[src/include/ssc_pkg.sv]
// Constants, field layout and states of the synchronous serial channel.
// Assumes a 32-bit classic Wishbone register bus and one system clock.
package ssc_pkg;

    // ------------------------------------------------------------------
    // Register indices (byte address is four times the index)
    // ------------------------------------------------------------------
    localparam int          ADR_W         = 18;
    localparam logic [15:0] IDX_CTRL      = 16'hffa0;
    localparam logic [15:0] IDX_STAT      = 16'hffa1;
    localparam logic [15:0] IDX_UPPER     = 16'hffa2;
    localparam logic [15:0] IDX_LOWER     = 16'hffa3;
    localparam logic [15:0] IDX_IRQ_STAT  = 16'hffa4;
    localparam logic [15:0] IDX_IRQ_MASK  = 16'hffa5;

    // ------------------------------------------------------------------
    // Field positions and reset values
    // ------------------------------------------------------------------
    localparam int          CTRL_MODE_HI  = 7;
    localparam int          CTRL_MODE_LO  = 6;
    localparam int          CTRL_SRC      = 3;
    localparam int          CTRL_DIV_HI   = 2;
    localparam logic [7:0]  CTRL_RST      = 8'h00;
    localparam int          STAT_RSV      = 7;
    localparam int          STAT_SOL      = 6;
    localparam int          STAT_OVERRUN_ERROR_FLAG     = 5;
    localparam int          STAT_STF      = 0;
    localparam logic [7:0]  STAT_RST      = 8'h80;
    localparam int          IRQ_DONE      = 0;
    localparam int          IRQ_OVR       = 1;
    localparam logic [1:0]  IRQ_RST       = 2'h0;

    // ------------------------------------------------------------------
    // Modes, lengths and prescaler
    // ------------------------------------------------------------------
    localparam logic [1:0]  MODE_8        = 2'h0;
    localparam logic [1:0]  MODE_16       = 2'h1;
    localparam logic [1:0]  MODE_CONT     = 2'h2;
    localparam logic [4:0]  LAST_8        = 5'h07;
    localparam logic [4:0]  LAST_16       = 5'h0f;
    localparam int          PRE_W         = 9;

    typedef enum logic [2:0] {
        ST_IDLE = 3'b001,
        ST_RUN  = 3'b010,
        ST_CONT = 3'b100
    } ssc_state_type;

    // Half-period mask: ratios 1024,256,64,32,16,8,4,2 for codes 0..7
    function automatic logic [PRE_W-1:0] div_mask(input logic [2:0] sel);
        case (sel)
            3'h0:    div_mask = 9'h1ff;
            3'h1:    div_mask = 9'h07f;
            3'h2:    div_mask = 9'h01f;
            3'h3:    div_mask = 9'h00f;
            3'h4:    div_mask = 9'h007;
            3'h5:    div_mask = 9'h003;
            3'h6:    div_mask = 9'h001;
            default: div_mask = 9'h000;
        endcase
    endfunction : div_mask

endpackage : ssc_pkg

[src/logic/ssc_channel_one.sv]
// Synchronous serial channel: 8/16-bit LSB-first shifter with Wishbone regs.
// Assumes pins are synchronous to clk_sys_i and a single-cycle bus master.
module ssc_channel_one (
    input  wire logic                     clk_sys_i,
    input  wire logic                     rst_n_i,
    input  wire logic                     wb_cyc_i,
    input  wire logic                     wb_stb_i,
    input  wire logic                     wb_we_i,
    input  wire logic [3:0]               wb_sel_i,
    input  wire logic [ssc_pkg::ADR_W-1:0] wb_adr_i,
    input  wire logic [31:0]              wb_dat_i,
    output logic      [31:0]              wb_dat_o,
    output logic                          wb_ack_o,
    input  wire logic                     serial_clock_pin_i,
    output logic                          serial_clock_pin_o,
    output logic                          serial_clock_pin_oe_o,
    input  wire logic                     serial_in_pin_i,
    output logic                          serial_out_pin_o,
    output logic                          irq_o
);

    // ------------------------------------------------------------------
    // State
    // ------------------------------------------------------------------
    ssc_pkg::ssc_state_type state_ff, nxt_state;
    logic [7:0]  ctrl_ff, nxt_ctrl;
    logic [15:0] sr_ff, nxt_sr;
    logic [4:0]  cnt_ff, nxt_cnt;
    logic [1:0]  istat_ff, nxt_istat;
    logic [1:0]  imask_ff, nxt_imask;
    logic        sck_ff, nxt_sck;
    logic        sck_oe_ff, nxt_sck_oe;
    logic        so_ff, nxt_so;
    logic        ovr_ff, nxt_ovr;
    logic        prev_ff, nxt_prev;
    logic        irq_ff, nxt_irq;
    logic        ack_ff, nxt_ack;
    logic [31:0] dat_ff, nxt_dat;
    logic        tick, restart, ext_src, is16;
    logic        fall_e, rise_e, ovr_evt, done, commit;
    logic        wr_ctrl, wr_stat, wr_up, wr_lo, wr_is, wr_im;
    logic [15:0] idx;
    logic [7:0]  wd;
    logic [7:0]  rdata;

    // ------------------------------------------------------------------
    // Prescaler
    // ------------------------------------------------------------------
    ssc_prescaler #(
        .CNT_W    (ssc_pkg::PRE_W)
    ) u_pre (
        .clk_sys_i(clk_sys_i),
        .rst_n_i  (rst_n_i),
        .restart_i(restart),
        .sel_i    (ctrl_ff[ssc_pkg::CTRL_DIV_HI:0]),
        .tick_o   (tick)
    );

    // ------------------------------------------------------------------
    // Bus decode: ack one cycle after request, write at the acked edge
    // ------------------------------------------------------------------
    always_comb begin
        idx     = wb_adr_i[ssc_pkg::ADR_W-1:2];
        wd      = wb_dat_i[7:0];
        commit  = wb_cyc_i & wb_stb_i & ack_ff & wb_we_i & wb_sel_i[0];
        wr_ctrl = commit & (idx == ssc_pkg::IDX_CTRL);
        wr_stat = commit & (idx == ssc_pkg::IDX_STAT);
        wr_up   = commit & (idx == ssc_pkg::IDX_UPPER);
        wr_lo   = commit & (idx == ssc_pkg::IDX_LOWER);
        wr_is   = commit & (idx == ssc_pkg::IDX_IRQ_STAT);
        wr_im   = commit & (idx == ssc_pkg::IDX_IRQ_MASK);
        case (idx)
            ssc_pkg::IDX_CTRL:     rdata = ctrl_ff;
            ssc_pkg::IDX_STAT:     rdata = {1'b1, so_ff, ovr_ff, 4'h0,
                                            state_ff == ssc_pkg::ST_RUN};
            ssc_pkg::IDX_UPPER:    rdata = sr_ff[15:8];
            ssc_pkg::IDX_LOWER:    rdata = sr_ff[7:0];
            ssc_pkg::IDX_IRQ_STAT: rdata = {6'h00, istat_ff};
            ssc_pkg::IDX_IRQ_MASK: rdata = {6'h00, imask_ff};
            default:               rdata = 8'h00;
        endcase
        nxt_ack = wb_cyc_i & wb_stb_i & ~ack_ff;
        nxt_dat = nxt_ack ? {24'h000000, rdata} : 32'h00000000;
    end

    // ------------------------------------------------------------------
    // Transfer engine and register next values
    // ------------------------------------------------------------------
    always_comb begin
        nxt_state  = state_ff;
        nxt_ctrl   = ctrl_ff;
        nxt_sr     = sr_ff;
        nxt_cnt    = cnt_ff;
        nxt_sck    = sck_ff;
        nxt_sck_oe = sck_oe_ff;
        nxt_so     = so_ff;
        nxt_imask  = imask_ff;
        nxt_prev   = serial_clock_pin_i;
        restart    = 1'b0;
        done       = 1'b0;
        ext_src    = ctrl_ff[ssc_pkg::CTRL_SRC];
        is16       = ctrl_ff[ssc_pkg::CTRL_MODE_HI:ssc_pkg::CTRL_MODE_LO] == ssc_pkg::MODE_16;
        // Edges from external pin or from the internal clock level
        fall_e     = ext_src ? (prev_ff & ~serial_clock_pin_i) : (tick & sck_ff);
        rise_e     = ext_src ? (~prev_ff & serial_clock_pin_i) : (tick & ~sck_ff);
        ovr_evt    = 1'b0;
        case (state_ff)
            ssc_pkg::ST_IDLE: begin
                nxt_sck = 1'b1;
                ovr_evt = ext_src & fall_e;
            end
            ssc_pkg::ST_RUN: begin
                if (!ext_src && tick) begin
                    nxt_sck = ~sck_ff;
                end
                if (fall_e) begin
                    nxt_so = sr_ff[0];
                end
                if (rise_e) begin
                    if (is16) begin
                        nxt_sr = {serial_in_pin_i, sr_ff[15:1]};
                    end else begin
                        nxt_sr[7:0] = {serial_in_pin_i, sr_ff[7:1]};
                    end
                    nxt_cnt = cnt_ff + 5'h01;
                    if (cnt_ff == (is16 ? ssc_pkg::LAST_16 : ssc_pkg::LAST_8)) begin
                        done      = 1'b1;
                        nxt_state = ssc_pkg::ST_IDLE;
                    end
                end
            end
            ssc_pkg::ST_CONT: begin
                if (tick) begin
                    nxt_sck = ~sck_ff;
                end
            end
            default: begin
                nxt_state = ssc_pkg::ST_IDLE;
            end
        endcase
        // Software writes take priority over the engine
        if (wr_stat) begin
            nxt_so = wd[ssc_pkg::STAT_SOL];
            if (wd[ssc_pkg::STAT_STF] && state_ff == ssc_pkg::ST_IDLE) begin
                nxt_state = ssc_pkg::ST_RUN;
                nxt_cnt   = 5'h00;
                nxt_sck   = 1'b1;
                restart   = 1'b1;
            end
        end
        if (wr_up) begin
            nxt_sr[15:8] = wd;
        end
        if (wr_lo) begin
            nxt_sr[7:0] = wd;
        end
        if (wr_im) begin
            nxt_imask = wd[1:0];
        end
        if (wr_ctrl) begin
            nxt_ctrl   = wd;
            done       = 1'b0; // Aborted transfer raises no done event
            nxt_sck    = 1'b1;
            nxt_cnt    = 5'h00;
            restart    = 1'b1;
            nxt_sck_oe = ~wd[ssc_pkg::CTRL_SRC] |
                         (wd[ssc_pkg::CTRL_MODE_HI:ssc_pkg::CTRL_MODE_LO] == ssc_pkg::MODE_CONT);
            // A write stops any transfer; data pins stay idle in continuous mode
            nxt_state  = (wd[ssc_pkg::CTRL_MODE_HI:ssc_pkg::CTRL_MODE_LO] == ssc_pkg::MODE_CONT) ?
                         ssc_pkg::ST_CONT : ssc_pkg::ST_IDLE;
        end
        // Set wins over clear for both flags
        nxt_ovr   = ovr_evt | (ovr_ff & ~(wr_stat & ~wd[ssc_pkg::STAT_OVERRUN_ERROR_FLAG]));
        nxt_istat = {ovr_evt, done} | (istat_ff & ~(wr_is ? wd[1:0] : 2'h0));
        nxt_irq   = |(nxt_istat & nxt_imask);
    end

    // ------------------------------------------------------------------
    // Registers
    // ------------------------------------------------------------------
    always_ff @(posedge clk_sys_i or negedge rst_n_i) begin
        if (!rst_n_i) begin
            state_ff  <= ssc_pkg::ST_IDLE;
            ctrl_ff   <= ssc_pkg::CTRL_RST;
            sr_ff     <= 16'h0000;
            cnt_ff    <= 5'h00;
            sck_ff    <= 1'b1;
            sck_oe_ff <= 1'b1;
            so_ff     <= ssc_pkg::STAT_RST[ssc_pkg::STAT_SOL];
            ovr_ff    <= ssc_pkg::STAT_RST[ssc_pkg::STAT_OVERRUN_ERROR_FLAG];
            prev_ff   <= 1'b1;
            istat_ff  <= ssc_pkg::IRQ_RST;
            imask_ff  <= ssc_pkg::IRQ_RST;
            irq_ff    <= 1'b0;
            ack_ff    <= 1'b0;
            dat_ff    <= 32'h00000000;
        end else begin
            state_ff  <= nxt_state;
            ctrl_ff   <= nxt_ctrl;
            sr_ff     <= nxt_sr;
            cnt_ff    <= nxt_cnt;
            sck_ff    <= nxt_sck;
            sck_oe_ff <= nxt_sck_oe;
            so_ff     <= nxt_so;
            ovr_ff    <= nxt_ovr;
            prev_ff   <= nxt_prev;
            istat_ff  <= nxt_istat;
            imask_ff  <= nxt_imask;
            irq_ff    <= nxt_irq;
            ack_ff    <= nxt_ack;
            dat_ff    <= nxt_dat;
        end
    end

    // Outputs straight from flip-flops
    assign wb_ack_o              = ack_ff;
    assign wb_dat_o              = dat_ff;
    assign serial_clock_pin_o    = sck_ff;
    assign serial_clock_pin_oe_o = sck_oe_ff;
    assign serial_out_pin_o      = so_ff;
    assign irq_o                 = irq_ff;

    // ------------------------------------------------------------------
    // Assertions
    // ------------------------------------------------------------------
    property p_ctrl_stop;
        @(posedge clk_sys_i) disable iff (!rst_n_i)
        wr_ctrl && state_ff == ssc_pkg::ST_RUN |=> state_ff != ssc_pkg::ST_RUN && istat_ff[0] == $past(istat_ff[0]);
    endproperty
    a_ctrl_stop: assert property (p_ctrl_stop) else $error("Control write did not stop transfer");

    property p_stat_bit7;
        @(posedge clk_sys_i) disable iff (!rst_n_i)
        wb_cyc_i && wb_stb_i && !ack_ff && !wb_we_i && idx == ssc_pkg::IDX_STAT |=> wb_dat_o[7] && wb_ack_o;
    endproperty
    a_stat_bit7: assert property (p_stat_bit7) else $error("Status bit 7 not read as one");

    property p_sol_write;
        @(posedge clk_sys_i) disable iff (!rst_n_i)
        wr_stat && state_ff == ssc_pkg::ST_IDLE |=> serial_out_pin_o == $past(wd[ssc_pkg::STAT_SOL]);
    endproperty
    a_sol_write: assert property (p_sol_write) else $error("Output level write not applied");

    property p_overrun_error_flag_one;
        @(posedge clk_sys_i) disable iff (!rst_n_i)
        wr_stat && !ovr_ff && !ovr_evt |=> !ovr_ff;
    endproperty
    a_overrun_error_flag_one: assert property (p_overrun_error_flag_one) else $error("Overrun set by a software write");

    property p_done_irq;
        @(posedge clk_sys_i) disable iff (!rst_n_i)
        $fell(state_ff == ssc_pkg::ST_RUN) && !$past(wr_ctrl) |-> istat_ff[0];
    endproperty
    a_done_irq: assert property (p_done_irq) else $error("Completion gave no interrupt status");

    property p_cont_clk;
        @(posedge clk_sys_i) disable iff (!rst_n_i)
        state_ff == ssc_pkg::ST_CONT && tick && !wr_ctrl |=> serial_clock_pin_o != $past(serial_clock_pin_o) && serial_clock_pin_oe_o;
    endproperty
    a_cont_clk: assert property (p_cont_clk) else $error("Continuous clock stalled");

    property p_ext_ovr;
        @(posedge clk_sys_i) disable iff (!rst_n_i)
        state_ff == ssc_pkg::ST_IDLE && ext_src && prev_ff && !serial_clock_pin_i && !wr_up && !wr_lo
        |=> ovr_ff && $stable(sr_ff);
    endproperty
    a_ext_ovr: assert property (p_ext_ovr) else $error("Late external pulse missed overrun");

    property p_lsb_out;
        @(posedge clk_sys_i) disable iff (!rst_n_i)
        state_ff == ssc_pkg::ST_RUN && fall_e && !wr_stat |=> serial_out_pin_o == $past(sr_ff[0]);
    endproperty
    a_lsb_out: assert property (p_lsb_out) else $error("Data pin not driven with low bit");

    property p_hold_last;
        @(posedge clk_sys_i) disable iff (!rst_n_i)
        state_ff == ssc_pkg::ST_IDLE && !wr_stat ##1 state_ff == ssc_pkg::ST_IDLE |-> $stable(serial_out_pin_o);
    endproperty
    a_hold_last: assert property (p_hold_last) else $error("Idle data pin changed on its own");

    property p_busy_start;
        @(posedge clk_sys_i) disable iff (!rst_n_i)
        wr_stat && wd[ssc_pkg::STAT_STF] && state_ff == ssc_pkg::ST_IDLE && !wr_ctrl |=> state_ff == ssc_pkg::ST_RUN [*2];
    endproperty
    a_busy_start: assert property (p_busy_start) else $error("Start flag did not hold busy");

endmodule : ssc_channel_one

[src/logic/ssc_prescaler.sv]
// Prescaler that gives a one-cycle tick per serial clock half period.
// Assumes the selector is stable between restarts.
module ssc_prescaler #(
    parameter int CNT_W = ssc_pkg::PRE_W
) (
    input  wire logic       clk_sys_i,
    input  wire logic       rst_n_i,
    input  wire logic       restart_i,
    input  wire logic [2:0] sel_i,
    output logic            tick_o
);

    // ------------------------------------------------------------------
    // Elaboration check
    // ------------------------------------------------------------------
    if (CNT_W != ssc_pkg::PRE_W) begin : g_bad_width
        $error("Prescaler width must match the divider table");
    end

    logic [CNT_W-1:0] cnt_ff;
    logic [CNT_W-1:0] nxt_cnt;
    logic [CNT_W-1:0] mask;

    // Tick when all bits under the mask are set
    always_comb begin
        mask    = ssc_pkg::div_mask(sel_i);
        tick_o  = ((cnt_ff & mask) == mask);
        nxt_cnt = restart_i ? '0 : cnt_ff + 1'b1;
    end

    // Free-running count, restarted with each transfer
    always_ff @(posedge clk_sys_i or negedge rst_n_i) begin
        if (!rst_n_i) begin
            cnt_ff <= '0;
        end else begin
            cnt_ff <= nxt_cnt;
        end
    end

endmodule : ssc_prescaler

[config.mk]
export PLATFORM = sky130hd
export DESIGN_NAME = ssc_channel_one
export DESIGN_NICKNAME = d
export VERILOG_FILES = /design/src/include/ssc_pkg.sv /design/src/logic/ssc_channel_one.sv /design/src/logic/ssc_prescaler.sv
export SDC_FILE = /design/constraint.sdc
export NUM_CORES = 1
export LEC_CHECK = 0
export ABC_AREA = 1
export BUFFER_PORTS_ARGS = -buffer_cell sky130_fd_sc_hd__buf_2
export CORE_MARGIN = 2
export CORE_UTILIZATION = 35
export CTS_CLUSTER_SIZE = 12
export DETAILED_ROUTE_END_ITERATION = 10
export GPL_TIMING_DRIVEN = 0
export SLEW_MARGIN = 10
export SYNTH_ARGS = -nofsm -noshare
export SYNTH_HDL_FRONTEND = slang
export SYNTH_SLANG_ARGS = --single-unit
[constraint.sdc]
create_clock -name clk_sys_i -period 2.65 [get_ports clk_sys_i]
set_clock_uncertainty 0.2 [all_clocks]
set_input_delay 0.53 -clock clk_sys_i [delete_from_list [all_inputs] [get_ports clk_sys_i]]
set_output_delay 0.53 -clock clk_sys_i [all_outputs]
set_load 0.02 [all_outputs]
; Yosys cells after proc, flatten, opt, wreduce, memory -nomap -nowiden
; Index checks and enable logic that the tools add are counted.
[classes]
n_addsub = 2
multipliers = 0
div_mod_pow = 0
magnitude_cmp = 0
n_eq_ne = 19
shifts = 0
mux = 44
n_bitwise = 32
reduce_logical = 16
[ops]
columns = operator, count
row1 = $eq 16x16->1 const B, 6
row2 = $pmux 9 s7, 1
row3 = $pmux 8 s6, 1
row4 = $mux 8, 5
row5 = $mux 16, 2
row6 = $mux 5, 5
row7 = $and 1x1->1, 18
row8 = $mux 1, 18
row9 = $mux 3, 6
row10 = $reduce_bool 2->1, 7
row11 = $eq 3x3->1 const B, 4
row12 = $add 9x1->9 const B, 1
row13 = $and 9x9->9, 1
row14 = $eq 3x2->1 const B, 3
row15 = $eq 9x9->1, 1
row16 = $mux 9, 1
row17 = $not 1->1, 7
row18 = $eq 3x1->1 const B, 2
row19 = $pmux 3 s2, 1
row20 = $add 5x1->5 const B, 1
row21 = $eq 5x4->1, 1
row22 = $and 2x2->2, 2
row23 = $mux 2, 2
row24 = $mux 4, 1
row25 = other kinds (12), 16
[word_totals]
regBits = 60
latchBits = 0
ramBits = 0
mem_bits_ro = 0
input_bits = 61
output_inout_bits = 37
n_memories = 0

; Depth between registers and ports, before layout
[logic_depth]
ltp_word = 12
ltp_mapped = 14
mapped_depth_nobuf = 13

; Hierarchy
; A second synthesis with hierarchy kept.
[hier_totals]
hier_cells = 472
area_unflattened_um2 = 3554.7
[modules_own_cells]
columns = mod, n_inst, cells_per_inst, area_each_um2, seq_area_each_um2
row1 = ssc_channel_one, 1, 404, 3041.7, 1281.2
row2 = ssc_prescaler, 1, 68, 513.0, 225.2

; Least setup slack after synthesis
; Ideal clock, no wire load.
[synth_path]
kind = register to register
startpoint = reg ctrl_ff[0]
endpoint = reg sr_ff[12]
setup_ps = 134
arrival_time_ps = 1756
required_time_ps = 2316
path_slack_ps = 559
stages_incl_launch_ff = 13
path_buffers = 0
period_less_slack_ps = 2091
path_cell_list = dfrtp_1 > nand2_1 > a21oi_1 > o21ai_0 > a21oi_1 > ha_1 > nand2_1 > nand2_1 > nand2_1 > nor2_2 > inv_2 > nand3_1 > o211ai_1
[synth_between]
elab_chain_cells = 8
[synth_lines]
columns = element, line
row1 = from (decl), ssc_channel_one.sv:26  ; logic [7:0] ctrl_ff, nxt_ctrl;
row2 = from (signal assigned), ssc_channel_one.sv:184  ; ctrl_ff <= ssc_pkg::CTRL_RST;
row3 = from (signal assigned), ssc_channel_one.sv:199  ; ctrl_ff <= nxt_ctrl;
row4 = "$eq 3x3->1, or another cell as far along", ssc_pkg.sv:51  ; case (sel)
row5 = $pmux 9 s7 (*), ssc_pkg.sv:51
row6 = $and 9x9->9, ssc_prescaler.sv:27  ; tick_o = ((cnt_ff & mask) == mask);
row7 = $eq 9x9->1 (*), ssc_prescaler.sv:27
row8 = $and 1x1->1 (*), ssc_channel_one.sv:105  ; rise_e = ext_src ? (~prev_ff & serial_clock_pin_i) : (tick & ~sck_ff);
row9 = $mux 1 (*), ssc_channel_one.sv:105
row10 = $reduce_bool 2->1 (no source line) (*), -
row11 = $reduce_and 3->1 (no source line) (*), -
row12 = to (signal assigned), ssc_channel_one.sv:200  ; sr_ff <= nxt_sr;
row13 = to (decl), ssc_channel_one.sv:27  ; logic [15:0] sr_ff, nxt_sr;
; Every way passes the cells marked *; elsewhere a longest branch is shown, timed or not.
; A chain may end at the register's enable or synchronous reset.

; Final worst setup path
[layout_path]
startpoint = reg ctrl_ff[1]
endpoint = reg sr_ff[9]
; Same word-level chain as after synthesis.

==> results.ini <==
[cts]
cts_tree = done
clk_pin_slew_ns = 0.08
cts_buffers = 9
worst_skew_pair.late_latency_ns = 0.35
numClockSinks = 60
cts_root_buf = clkbuf_8
htreeDepth = 3
ctsHoldBuffers = 0
cts_buffer_depth = 2

[timing]
slew_headroom_pct = 48.3
final.min_clock_period_ns = 2.33
rsz0062_at_grt = no
period_share_pct = 88.0
setup-violations-final = 0
worst_hold_slack_ns = 0.0607
fin_tns_setup_ns = 0
tightest_slew_ns = 0.775
hold_violations = 0
maxSlewViolCount = 0
max_freq_mhz = 429

[routing]
route.detailed.drc = 0
via_per_inst = 4.65
vias = 3021
drt_iter0_drc = 118
ant_nets = 0
post_drt_wl_per_cell_um = 12.6
wl_um = 8210
dr.pass1.iters = 4

[synthesis]
synth_top_cells_by_area = dfrtp_1 41%, nand2_1 12%, nand3_1 9.9%, buf_4 5.5%, inv_1 4.9%
avgSynthCellArea_sq_um = 7.78
ys.flop_type = dfrtp_1
synth_largest_area_cell = dfrtp_1
synth_async_sr_flop_share_pct = 100
synth_edf_count = 0
ys_seq_elements = 60
synth_area_sq_um = 3380
synth_common_cells = 109 x nand2_1, 67 x nand3_1, 56 x dfrtp_1
synth_top_area_share_pct = 41.4
synth_cell_types = 35
syn_inst = 435
synth.most_common_cell = nand2_1
ys_seq_area_share_pct = 44.5
ys_warn_count = 0

[worst_setup_path]
path_class = reg -> reg
crit_path_top_delay_cell = dfrtp_2
worstSetupStartpointType = register
crit_required_ns = 2.66
slowest_delay_ns = 0.44
crit_top_cell = nand2_1
critical_path_peak_fanout = 8
arrival_ns = 2.34
cp-end-kind = register
worstPathCellList = nand2_1 > a21oi_1 > o21ai_0 > a21oi_1 > ha_1 > nand2_1 > nand2_1 > nand2_2 > nor2_4 > inv_2 > nand3_1 > o211ai_1

[die]
die_w_um = 102
core_sq_um = 9330
die_area_sq_um = 10500
fp-row-count = 35
io_pins = 98
start_util_pct = 36.3
die_h_um = 102

[power]
p_leak_nw = 2.11
ir_drop_mv = 0.281
pwr_density_cell_nw_per_um2 = 485

[global_route]
grt_pass1_wl_um = 13300
grt.total_usage_pct = 16.6
gr-total-overflow = 0
grt_pass1_vias = 2755
grt_max_degree = 61
antenna_found_initial = 0

[cells_and_area]
drive_gt1_share_pct = 22.1
finish.utilization_pct = 44.1
antennaDiodeCount = 0
multiInputGateArea_sq_um = 1580
seq_area_sq_um = 1510
fin_nets = 581
fillers = 951
area_growth_pct = 21.5

[run_status]
status = finished, final reports clean

[placement]
gp_congestion = 0.849
dp_hpwl_um = 6120
port_buffers = 44

[flow_run]
maxCapViolCount = 0

[worst_hold_path]
hold_path.class = in -> async

==> routing by layer <==
layer	track usage [%]	vias up	share of wire (%)
met3	3.76	20	5.1
met1	21.8	1380	47
li1	-	1528	-
met4	7.38	0	2.7
met2	26.4	93	45
met5	0	-	0
==> where the power goes <==
group          internal [mW]  total, mW  switching, mW  leakage (nW)
sequential             0.919      0.920        0.00157         0.774
clock                  0.533      0.927          0.394         0.102
combinational         0.0495      0.146         0.0963          1.24
total                   1.50       1.99          0.492          2.11
==> stage by stage <==
step / setup WS, ns / std cells / area (sq um) / power [mW]
floorplan: 0.559 / 458 / 3470 / 1.02
global placement: 0.115 / 631 / 3850 / 1.08
detailed placement: 0.0572 / 631 / 3850 / 1.08
CTS: 0.0512 / 647 / 4080 / 2.02
global route: 0.0860 / 650 / 4110 / 2.07
finish: 0.319 / 650 / 4110 / 1.99
==> path summary, 6_finish.rpt <==
| kind | start | to | slack (ns) | cells past startpoint |
|---|---|---|---|---|
| worst max-delay path | ctrl_ff[1] | sr_ff[9] | 0.32 | 12 |
| worst min-delay path | rst_n_i | irq_o | 0.06 | 1 |
| worst max register to register | ctrl_ff[1] | sr_ff[9] | 0.32 | 12 |
| worst min register to register | u_pre.cnt_ff[0] | u_pre.cnt_ff[0] | 0.26 | 1 |
| max in group asynchronous | rst_n_i | ctrl_ff[1] | 1.65 | 1 |
| min in group clk_sys_i | serial_clock_pin_i | prev_ff | 0.12 | 1 |
==> worst max-delay path, delay by kind of cell (launching register included) <==
kind                       cells  cell delay [ns]
AOI/OAI and AO/OA              4             0.56
buffers and inverters          1             0.12
and+or+nand+nor                6             0.71
DFF                            1             0.44
adders and majority gates      1             0.18
==> cell type report <==
type | instances | share of cell area, %
well taps | 129 | 3.93
clock inverters | 7 | 2.43
multi-input cells | 321 | 38.4
plain buffers | 31 | 5.33
repair buffers | 47 | 5.96
inverters | 46 | 4.20
clock buffers | 9 | 3.01
flip-flops and latches | 60 | 36.7
==> flip-flops by register name, summed over array words and instances, names as in the netlist, 2 cells and up <==
| name | cells |
|---|---|
| imask_ff | 2 |
| istat_ff | 2 |
| cnt_ff | 5 |
| sr_ff | 16 |
| wb_dat_o | 8 |
| state_ff | 3 |
| ctrl_ff | 8 |
| u_pre.cnt_ff | 9 |
==> what timing repair did <==
action | CTS | global route
resized for setup | 0 | 5
setup endpoints to repair | 0 | 10
buffers inserted | 0 | 3
==> cells in the final DEF (no fill, tap or decap), types with 2 or more instances in the layout <==
| cell | netlist | layout |
|---|---|---|
| conb_1 | 1 | 24 |
| o21ai_0 | 12 | 12 |
| nor2_1 | 38 | 38 |
| xor2_1 | 5 | 5 |
| clkbuf_1 | 3 | 3 |
| o211ai_1 | 6 | 6 |
| nand2_1 | 109 | 108 |
| clkbuf_8 | 0 | 9 |
| o21ai_1 | 7 | 7 |
| inv_1 | 44 | 43 |
| clkinvlp_4 | 0 | 3 |
| buf_2 | 1 | 44 |
| nand4_1 | 4 | 4 |
| nor2_2 | 5 | 4 |
| dfstp_2 | 4 | 4 |
| nor3_1 | 10 | 10 |
| nand3_4 | 2 | 2 |
| ha_1 | 4 | 4 |
| bufinv_16 | 0 | 2 |
| dfrtp_2 | 0 | 2 |
| nand3_1 | 67 | 67 |
| dfrtp_1 | 56 | 54 |
| buf_4 | 25 | 29 |
| o21bai_1 | 2 | 2 |
| a21oi_1 | 11 | 11 |
| xnor2_1 | 2 | 2 |
| nor2_4 | 4 | 5 |
| inv_2 | 2 | 3 |
==> cells by family (layout without fill, tap and decap cells) <==
kind of cell | after synthesis | in the layout | synth area share (%)
AO/OA/AOI/OAI | 41 | 41 | 7.10
XOR/XNOR | 7 | 7 | 1.81
adder cells (fa/ha/maj) | 4 | 4 | 1.48
buffers and inverters | 77 | 140 | 11.6
flip-flops | 60 | 60 | 44.5
other | 1 | 24 | 0.111
AND/OR/NAND/NOR | 245 | 245 | 33.4
No activity file was read; power rests on OpenSTA's default activity.
